$ cat config.mk
export PLATFORM = sky130hd
export DESIGN_NAME = rfgf_top
export DESIGN_NICKNAME = d
export VERILOG_FILES = /design/src/rfgf_pkg.sv /design/src/rfgf_top.sv
export SDC_FILE = /design/constraint.sdc
export NUM_CORES = 1
export LEC_CHECK = 0
export BUFFER_PORTS_ARGS = -buffer_cell sky130_fd_sc_hd__buf_2
export CAP_MARGIN = 20
export CORE_ASPECT_RATIO = 1.5
export CORE_UTILIZATION = 55
export DETAILED_ROUTE_END_ITERATION = 10
export PLACE_DENSITY_LB_ADDON = 0.05
export SLEW_MARGIN = 20
export SYNTH_ARGS = -nofsm -noshare
export SYNTH_HDL_FRONTEND = slang
export SYNTH_SLANG_ARGS = --single-unit
export TNS_END_PERCENT = 100
$ cat constraint.sdc
create_clock -name clk_i -period 2 [get_ports clk_i]
set_input_delay 0.4 -clock clk_i [delete_from_list [all_inputs] [get_ports clk_i]]
set_output_delay 0.4 -clock clk_i [all_outputs]
set_load 0.01 [all_outputs]
$ cat src/rfgf_pkg.sv
// package: constants, register map and carrier structs of the rail fault glitch filter
// Notes on behaviour
// - comparator result updates every 1.333 us
// - fault needs four consecutive faulting updates
// - each filter clock shifts one sample in
// - match high when shift register equals seed
// - all-ones seed: fault only on eight ones
// - zero polynomial: plain shift, no scrambling
// - filter samples at 1.5 MHz, twice update rate
// - pulses shorter than 5.33 us are rejected
// - undervoltage select: bus 0, input inverted
// - one independent 8-bit filter per comparator
// - four rails, 10 us slots, 40 us cycle
// - slot fault caught only if early enough
// - latency between 5.33 us and 40.66 us
// - any fault raises the power-good interrupt
// - overvoltage indicator pin, no interrupt of own
// - handler reads indicator to classify fault
// - overvoltage comparator is low on fault
package rfgf_pkg;
    localparam int CLK_HZ = 25000000;
    localparam int CMP_CLK_HZ = 3000000;
    localparam int CMP_DIV = 4;
    localparam int SAMPLE_HZ = 1500000;
    localparam int SLOT_NS = 10000;
    localparam int RAIL_COUNT = 4;
    localparam int SAMPLE_DIV = CLK_HZ / SAMPLE_HZ;
    localparam int SLOT_CYC = (SLOT_NS * (CLK_HZ / 1000000)) / 1000;
    localparam int FW = 8;
    localparam int NFILT = 2;
    localparam int UV_CH = 0;
    localparam int OV_CH = 1;
    localparam int AW = 4;
    localparam logic [AW-1:0] A_SEL_UV = 4'h0;
    localparam logic [AW-1:0] A_SEL_OV = 4'h1;
    localparam logic [AW-1:0] A_SEED_UV = 4'h2;
    localparam logic [AW-1:0] A_SEED_OV = 4'h3;
    localparam logic [AW-1:0] A_POLY_UV = 4'h4;
    localparam logic [AW-1:0] A_POLY_OV = 4'h5;
    localparam logic [AW-1:0] A_CTRL = 4'h6;
    localparam logic [AW-1:0] A_STATUS = 4'h7;
    localparam logic [AW-1:0] A_MASK = 4'h8;
    localparam logic [AW-1:0] A_LIVE = 4'h9;
    localparam logic [AW-1:0] A_SHIFT_UV = 4'ha;
    localparam logic [AW-1:0] A_SHIFT_OV = 4'hb;
    localparam int SEL_INV_BIT = 7;
    localparam int SEL_BUS_LSB = 4;
    localparam logic [FW-1:0] SEL_UV_RST = 8'hc0;
    localparam logic [FW-1:0] SEL_OV_RST = 8'hd0;
    localparam logic [FW-1:0] SEED_RST = 8'hff;
    localparam logic [FW-1:0] POLY_RST = 8'h00;
    localparam logic [FW-1:0] ZERO8 = 8'h00;
    // line 0 only is inverted here; the undervoltage select inversion cancels it, line 1 passes straight
    localparam logic [NFILT-1:0] CMP_LINE_POL = 2'h1;
    // idle pin levels: no undervoltage (low), no overvoltage (high)
    localparam logic [NFILT-1:0] CMP_IDLE = 2'h2;
    localparam int CTRL_EN_BIT = 0;
    localparam int ST_UV_BIT = 0;
    localparam int ST_OV_BIT = 1;

    typedef struct packed {
        logic [FW-1:0] sel;
        logic [FW-1:0] seed;
        logic [FW-1:0] poly;
        logic [FW-1:0] shreg;
        logic match;
    } rfgf_filt_s;

    typedef struct packed {
        rfgf_filt_s [NFILT-1:0] f;
        logic [4:0] div;
        logic [3:0] slot_cnt;
        logic [1:0] rail;
        logic enable;
        logic [NFILT-1:0] status;
        logic [NFILT-1:0] mask;
        logic [FW-1:0] rdata;
        logic irq;
        logic ov_pin;
        logic [NFILT-1:0] sync1;
        logic [NFILT-1:0] sync2;
        logic [NFILT-1:0] sync3;
        logic [NFILT-1:0] bus;
    } rfgf_state_s;
endpackage

$ cat src/rfgf_top.sv
// rail fault glitch filter: sampling, shift/compare filters, rail mux, interrupt, registers
`timescale 1ns/1ps
module rfgf_top (
    // clock and reset
    input wire logic clk_i,
    input wire logic resetn_i,
    input wire logic ce_i,
    // comparator bus pins: bus 0 undervoltage, bus 1 overvoltage
    input wire logic [rfgf_pkg::NFILT-1:0] cmp_bus_i,
    // register port
    input wire logic [rfgf_pkg::AW-1:0] addr_i,
    input wire logic [rfgf_pkg::FW-1:0] wdata_i,
    input wire logic wr_i,
    input wire logic rd_i,
    output logic [rfgf_pkg::FW-1:0] rdata_o,
    // fault outputs
    output logic power_good_interrupt_o,
    output logic overvoltage_fault_o,
    output logic [1:0] rail_sel_o
);
    rfgf_pkg::rfgf_state_s r, next_r;
    logic sample_tick;
    logic [rfgf_pkg::NFILT-1:0] fin;
    logic [rfgf_pkg::NFILT-1:0] fault_evt;

    // filter input: selected bus, optional inversion
    genvar g;
    generate
        for (g = 0; g < rfgf_pkg::NFILT; g++) begin : g_in
            logic busbit;
            logic [rfgf_pkg::NFILT-1:0] line;
            // select-bit inversion then turns both lines into active-high faults
            assign line = r.bus ^ rfgf_pkg::CMP_LINE_POL;
            assign busbit = r.f[g].sel[rfgf_pkg::SEL_BUS_LSB] ? line[1] : line[0];
            // overvoltage bus is low on fault, inversion makes both active high
            assign fin[g] = busbit ^ r.f[g].sel[rfgf_pkg::SEL_INV_BIT];
            assign fault_evt[g] = r.f[g].match;
        end
    endgenerate

    assign sample_tick = (r.div == 5'(rfgf_pkg::SAMPLE_DIV - 1));

    always_comb begin
        next_r = r;
        next_r.rdata = rfgf_pkg::ZERO8;
        // three-stage pin synchroniser; only stage 2/3 agreement is used
        next_r.sync1 = cmp_bus_i;
        next_r.sync2 = r.sync1;
        next_r.sync3 = r.sync2;
        for (int i = 0; i < rfgf_pkg::NFILT; i++) begin
            if (r.sync2[i] == r.sync3[i]) begin
                next_r.bus[i] = r.sync3[i];
            end
        end
        next_r.div = sample_tick ? 5'h00 : 5'(r.div + 5'h01);
        // rail slot sequencing, 40 us round of four 10 us slots
        if (r.slot_cnt == 4'(rfgf_pkg::SLOT_CYC / rfgf_pkg::SAMPLE_DIV - 1)) begin
            if (sample_tick) begin
                next_r.slot_cnt = 4'h0;
                next_r.rail = 2'(r.rail + 2'h1);
            end
        end else if (sample_tick) begin
            next_r.slot_cnt = 4'(r.slot_cnt + 4'h1);
        end
        if (sample_tick && r.enable) begin
            for (int i = 0; i < rfgf_pkg::NFILT; i++) begin
                // zero polynomial leaves a plain shift
                next_r.f[i].shreg = {r.f[i].shreg[rfgf_pkg::FW-2:0], fin[i]}
                    ^ (r.f[i].shreg[rfgf_pkg::FW-1] ? r.f[i].poly : rfgf_pkg::ZERO8);
                // eight samples at twice update rate = four updates, 5.33 us
                next_r.f[i].match = (next_r.f[i].shreg == r.f[i].seed);
            end
        end
        // fresh rail starts clean so a fault is judged within its slot
        if (sample_tick && r.slot_cnt == 4'h0 && r.enable) begin
            for (int i = 0; i < rfgf_pkg::NFILT; i++) begin
                next_r.f[i].shreg = {rfgf_pkg::ZERO8[rfgf_pkg::FW-1:1], fin[i]};
                next_r.f[i].match = 1'b0;
            end
        end
        // register writes; a set in the same cycle wins over the clear
        if (wr_i) begin
            case (addr_i)
                rfgf_pkg::A_SEL_UV: next_r.f[rfgf_pkg::UV_CH].sel = wdata_i;
                rfgf_pkg::A_SEL_OV: next_r.f[rfgf_pkg::OV_CH].sel = wdata_i;
                rfgf_pkg::A_SEED_UV: next_r.f[rfgf_pkg::UV_CH].seed = wdata_i;
                rfgf_pkg::A_SEED_OV: next_r.f[rfgf_pkg::OV_CH].seed = wdata_i;
                rfgf_pkg::A_POLY_UV: next_r.f[rfgf_pkg::UV_CH].poly = wdata_i;
                rfgf_pkg::A_POLY_OV: next_r.f[rfgf_pkg::OV_CH].poly = wdata_i;
                rfgf_pkg::A_CTRL: next_r.enable = wdata_i[rfgf_pkg::CTRL_EN_BIT];
                rfgf_pkg::A_STATUS: next_r.status = r.status & ~wdata_i[rfgf_pkg::NFILT-1:0];
                rfgf_pkg::A_MASK: next_r.mask = wdata_i[rfgf_pkg::NFILT-1:0];
                default: ;
            endcase
        end
        // both filter matches feed the shared interrupt; overvoltage has none of its own
        next_r.status = next_r.status | fault_evt;
        next_r.irq = |(next_r.status & next_r.mask);
        // indicator pin follows the filter, firmware reads it to classify
        next_r.ov_pin = r.f[rfgf_pkg::OV_CH].match;
        if (rd_i) begin
            case (addr_i)
                rfgf_pkg::A_SEL_UV: next_r.rdata = r.f[rfgf_pkg::UV_CH].sel;
                rfgf_pkg::A_SEL_OV: next_r.rdata = r.f[rfgf_pkg::OV_CH].sel;
                rfgf_pkg::A_SEED_UV: next_r.rdata = r.f[rfgf_pkg::UV_CH].seed;
                rfgf_pkg::A_SEED_OV: next_r.rdata = r.f[rfgf_pkg::OV_CH].seed;
                rfgf_pkg::A_POLY_UV: next_r.rdata = r.f[rfgf_pkg::UV_CH].poly;
                rfgf_pkg::A_POLY_OV: next_r.rdata = r.f[rfgf_pkg::OV_CH].poly;
                rfgf_pkg::A_CTRL: next_r.rdata = {7'h00, r.enable};
                rfgf_pkg::A_STATUS: next_r.rdata = {6'h00, r.status};
                rfgf_pkg::A_MASK: next_r.rdata = {6'h00, r.mask};
                rfgf_pkg::A_LIVE: next_r.rdata = {4'h0, r.rail, r.f[1].match, r.f[0].match};
                rfgf_pkg::A_SHIFT_UV: next_r.rdata = r.f[rfgf_pkg::UV_CH].shreg;
                rfgf_pkg::A_SHIFT_OV: next_r.rdata = r.f[rfgf_pkg::OV_CH].shreg;
                default: next_r.rdata = rfgf_pkg::ZERO8;
            endcase
        end
    end

    always_ff @(posedge clk_i or negedge resetn_i) begin
        if (!resetn_i) begin
            r <= '0;
            r.f[rfgf_pkg::UV_CH].sel <= rfgf_pkg::SEL_UV_RST;
            r.f[rfgf_pkg::OV_CH].sel <= rfgf_pkg::SEL_OV_RST;
            r.f[rfgf_pkg::UV_CH].seed <= rfgf_pkg::SEED_RST;
            r.f[rfgf_pkg::OV_CH].seed <= rfgf_pkg::SEED_RST;
            r.f[rfgf_pkg::UV_CH].poly <= rfgf_pkg::POLY_RST;
            r.f[rfgf_pkg::OV_CH].poly <= rfgf_pkg::POLY_RST;
            r.enable <= 1'b1;
            // idle levels, so the released synchroniser shows no false fault
            r.sync1 <= rfgf_pkg::CMP_IDLE;
            r.sync2 <= rfgf_pkg::CMP_IDLE;
            r.sync3 <= rfgf_pkg::CMP_IDLE;
            r.bus <= rfgf_pkg::CMP_IDLE;
        end else if (ce_i) begin
            r <= next_r;
        end
    end

    assign rdata_o = r.rdata;
    assign power_good_interrupt_o = r.irq;
    assign overvoltage_fault_o = r.ov_pin;
    assign rail_sel_o = r.rail;
endmodule

==> results_dict.tcl <==
set metrics [dict create \
    syn_area_per_cell_um2 10.8 \
    peakVddDrop_v 0.000757 \
    maxSlewHeadroom_pct 60.4 \
    clk_latency_ns 0.35 \
    initial_core_util_pct 56.2 \
    synth_edf_count 0 \
    core_area_um2 9630 \
    fin_crit_sh_pct 98.2 \
    cts_max_level 3 \
    syn_area_um2 5410 \
    fin_skew_ns 0.00431 \
    synth_flop_cell "dfrtp_1" \
    drive_above_1_share_pct 35.5 \
    finalSetupViolations 0 \
    grt_pass1_wl_um 22300 \
    antenna_found_initial 0 \
    rows 44 \
    p_per_area_nw_per_um2 962 \
    final_common_cell "dfrtp_1" \
    first_pass_iters 5 \
    drt_iter0_markers 261 \
    status "finished, final reports clean" \
    grtUsageMet2_pct 50.8 \
    worstSetupStartpointType "register" \
    via_per_inst 6.21 \
    cp_max_fo 3 \
    clock.fmax_ghz 0.509 \
    nets 565 \
    seq_area_frac_synth_pct 46.8 \
    ant_nets 0 \
    cp.arrival_ns 2.23 \
    ys_warn_count 0 \
    numClockSinks 100 \
    cts_tree "built" \
    portBuffers 30 \
    use_met1_pct 34.1 \
    slew_violations 0 \
    cpPeakStageDelay_ns 0.53 \
    dieArea_um2 10300 \
    most-common-layout-cells "74 x dfrtp_1, 66 x mux2_2, 49 x nand2_1" \
    syn_inst 499 \
    drt_wl_total_um 14000 \
    min_period_ns 1.96 \
    ys_ff_latch 100 \
    die_h_um 124 \
    seq_area_um2 2530 \
    nFillCells 780 \
    grt_pass1_vias 4204 \
    place.detailed.hpwl_um 10600 \
    cpMaxStageDelayCell "or4_4" \
    clkTransAtPathRegs_ns 0.07 \
    p_leak_nw 2.70 \
    path_cells "ha_2 -> and4b_2 -> nand3_4 -> or4_4 -> a211o_1 -> o31ai_2" \
    grt_overflow 0 \
    setup_tns_ns 0 \
    met3_usage_pct 4.27 \
    multi_input_area_um2 2640 \
    numCtsBuffers 9 \
    worstSetupEndpointType "register" \
    vias 4128 \
    drcViolationCount 0 \
    cp.required_ns 2.26 \
    grt_max_degree 29 \
    diodes 0 \
    rsz0062_at_grt "true" \
    cts-root-buf "clkbuf_16" \
    track_usage_pct 29.0 \
    cts.path.max_buffers 2 \
    tightest_slew_ns 0.589 \
    cap_violations 0 \
    finalHoldViolCount 0 \
    path_class "register to register" \
    io_pins 31 \
    fin_util_pct 65.0 \
    wire_per_inst_um 21.0 \
    die_w_um 83.0 \
    areaGrowthSynthToFinish_pct 15.7 \
    hp-class "primary input to register" \
    grt-busiest-layer "met2" \
    place_congestion 0.934 \
    ys_types 57 \
    async_flop_share_pct 100 \
    syn_nets 519 \
]
-- sequential cells by signal (all words and copies together), names as in the netlist --
signal / count
g_in.line: 1
overvoltage_fault_o: 1
fault_evt: 2
r: 81
power_good_interrupt_o: 1
rdata_o: 8
next_r: 4
rail_sel_o: 2
-- repair_timing --
item	in CTS	in global routing
endpoints found under the hold margin	20	0
setup endpoints to repair	0	3
gates resized for setup	0	4
setup buffers	0	0
hold buffers	1	0
-- worst paths after layout --
path / from / to / slack, ns / cells past startpoint
worst max-delay path: r[30]$_DFFE_PN0P_ / fault_evt[1]$_DFFE_PN0P_ / 0.04 / 6
worst min-delay path: cmp_bus_i[1] / next_r[5]$_DFFE_PN1P_ / 0.28 / 2
worst max register to register: r[30]$_DFFE_PN0P_ / fault_evt[1]$_DFFE_PN0P_ / 0.04 / 6
worst min register to register: power_good_interrupt_o$_DFFE_PN0P_ / power_good_interrupt_o$_DFFE_PN0P_ / 0.48 / 1
max in group asynchronous: resetn_i / r[55]$_DFFE_PN1P_ / 0.88 / 3
min in group asynchronous: resetn_i / r[37]$_DFFE_PN0P_ / 0.51 / 2
-- Yosys cell counts (all sizes together), types with 2 or more instances --
library cell | instances | share of area, %
a22oi | 5 | 0.69
o31ai | 13 | 1.9
nand4 | 7 | 0.81
a21o | 2 | 0.28
o221ai | 2 | 0.32
xor2 | 24 | 3.9
mux2i | 14 | 2.6
xnor2 | 15 | 2.4
mux2 | 66 | 14
dfstp | 26 | 13
o22ai | 10 | 1.2
clkbuf | 24 | 1.7
a21oi | 18 | 1.7
dfrtp | 74 | 34
o21ai | 14 | 1.3
nand2 | 49 | 3.4
inv | 12 | 0.83
nor2b | 6 | 0.69
a22o | 6 | 0.97
a32o | 4 | 0.74
a221oi | 8 | 1.3
nor3b | 6 | 0.83
nor3 | 6 | 0.65
o2bb2ai | 4 | 0.65
nor2 | 14 | 0.97
buf | 19 | 2.1
o21a | 2 | 0.28
and3 | 4 | 0.46
nand3b | 2 | 0.28
a221o | 2 | 0.37
nand2b | 5 | 0.58
and2 | 4 | 0.46
a311oi | 2 | 0.32
a32oi | 2 | 0.32
nand3 | 12 | 1.3
-- where the power goes --
group          leakage, nW  switching [mW]  internal (mW)  total, mW
Sequential            1.25           0.372           2.42       2.80
Clock                0.156           0.816           1.12       1.93
Combinational         1.29           0.641          0.651       1.29
-- per-stage QoR --
stage / std cells / worst slack [ns] / total power, mW / hold WS [ns] / instance area (um^2)
after floorplan: 499 / 0.00198 / 3.58 / 0.104 / 5410
after global placement: 648 / -0.00710 / 4.07 / 0.344 / 5910
after detailed placement: 648 / -0.0289 / 4.11 / 0.345 / 5910
after CTS: 665 / 0.0237 / 6.04 / 0.283 / 6250
after global routing: 665 / -0.0304 / 6.29 / 0.283 / 6260
final: 665 / 0.0369 / 6.02 / 0.283 / 6260
-- cells by family after synthesis --
logic type / count (synthesis) / share of synthesized area, %
buffers and inverters: 55 / 4.62
AO/OA/AOI/OAI: 103 / 13.7
AND/OR/NAND/NOR: 119 / 11.2
flip-flops: 100 / 46.8
XOR/XNOR: 40 / 6.73
multiplexers: 81 / 16.7
adder cells (fa/ha/maj): 1 / 0.231
-- per-layer routing --
metal | vias to the layer above | part of all wire (%)
li1 | 1896 | -
met1 | 2056 | 41
met2 | 133 | 51
met3 | 43 | 3.5
met4 | 0 | 4.5
met5 | - | 0
-- area by class of cell --
type | instances | area share, %
Multi-Input combinational cell | 344 | 42.2
Sequential cell | 100 | 40.5
Timing Repair Buffer | 78 | 9.03
Clock buffer | 9 | 3.60
Tap cell | 115 | 2.30
Clock inverter | 7 | 1.70
Inverter | 12 | 0.719
-- critical path, delay by kind of cell, from the launching register on --
family / cells / cell delay [ns]
DFF: 1 / 0.37
and+or+nand+nor: 3 / 0.88
adders and majority gates: 1 / 0.18
AOI/OAI and AO/OA: 2 / 0.46
(Power assumes the default switching activity.)
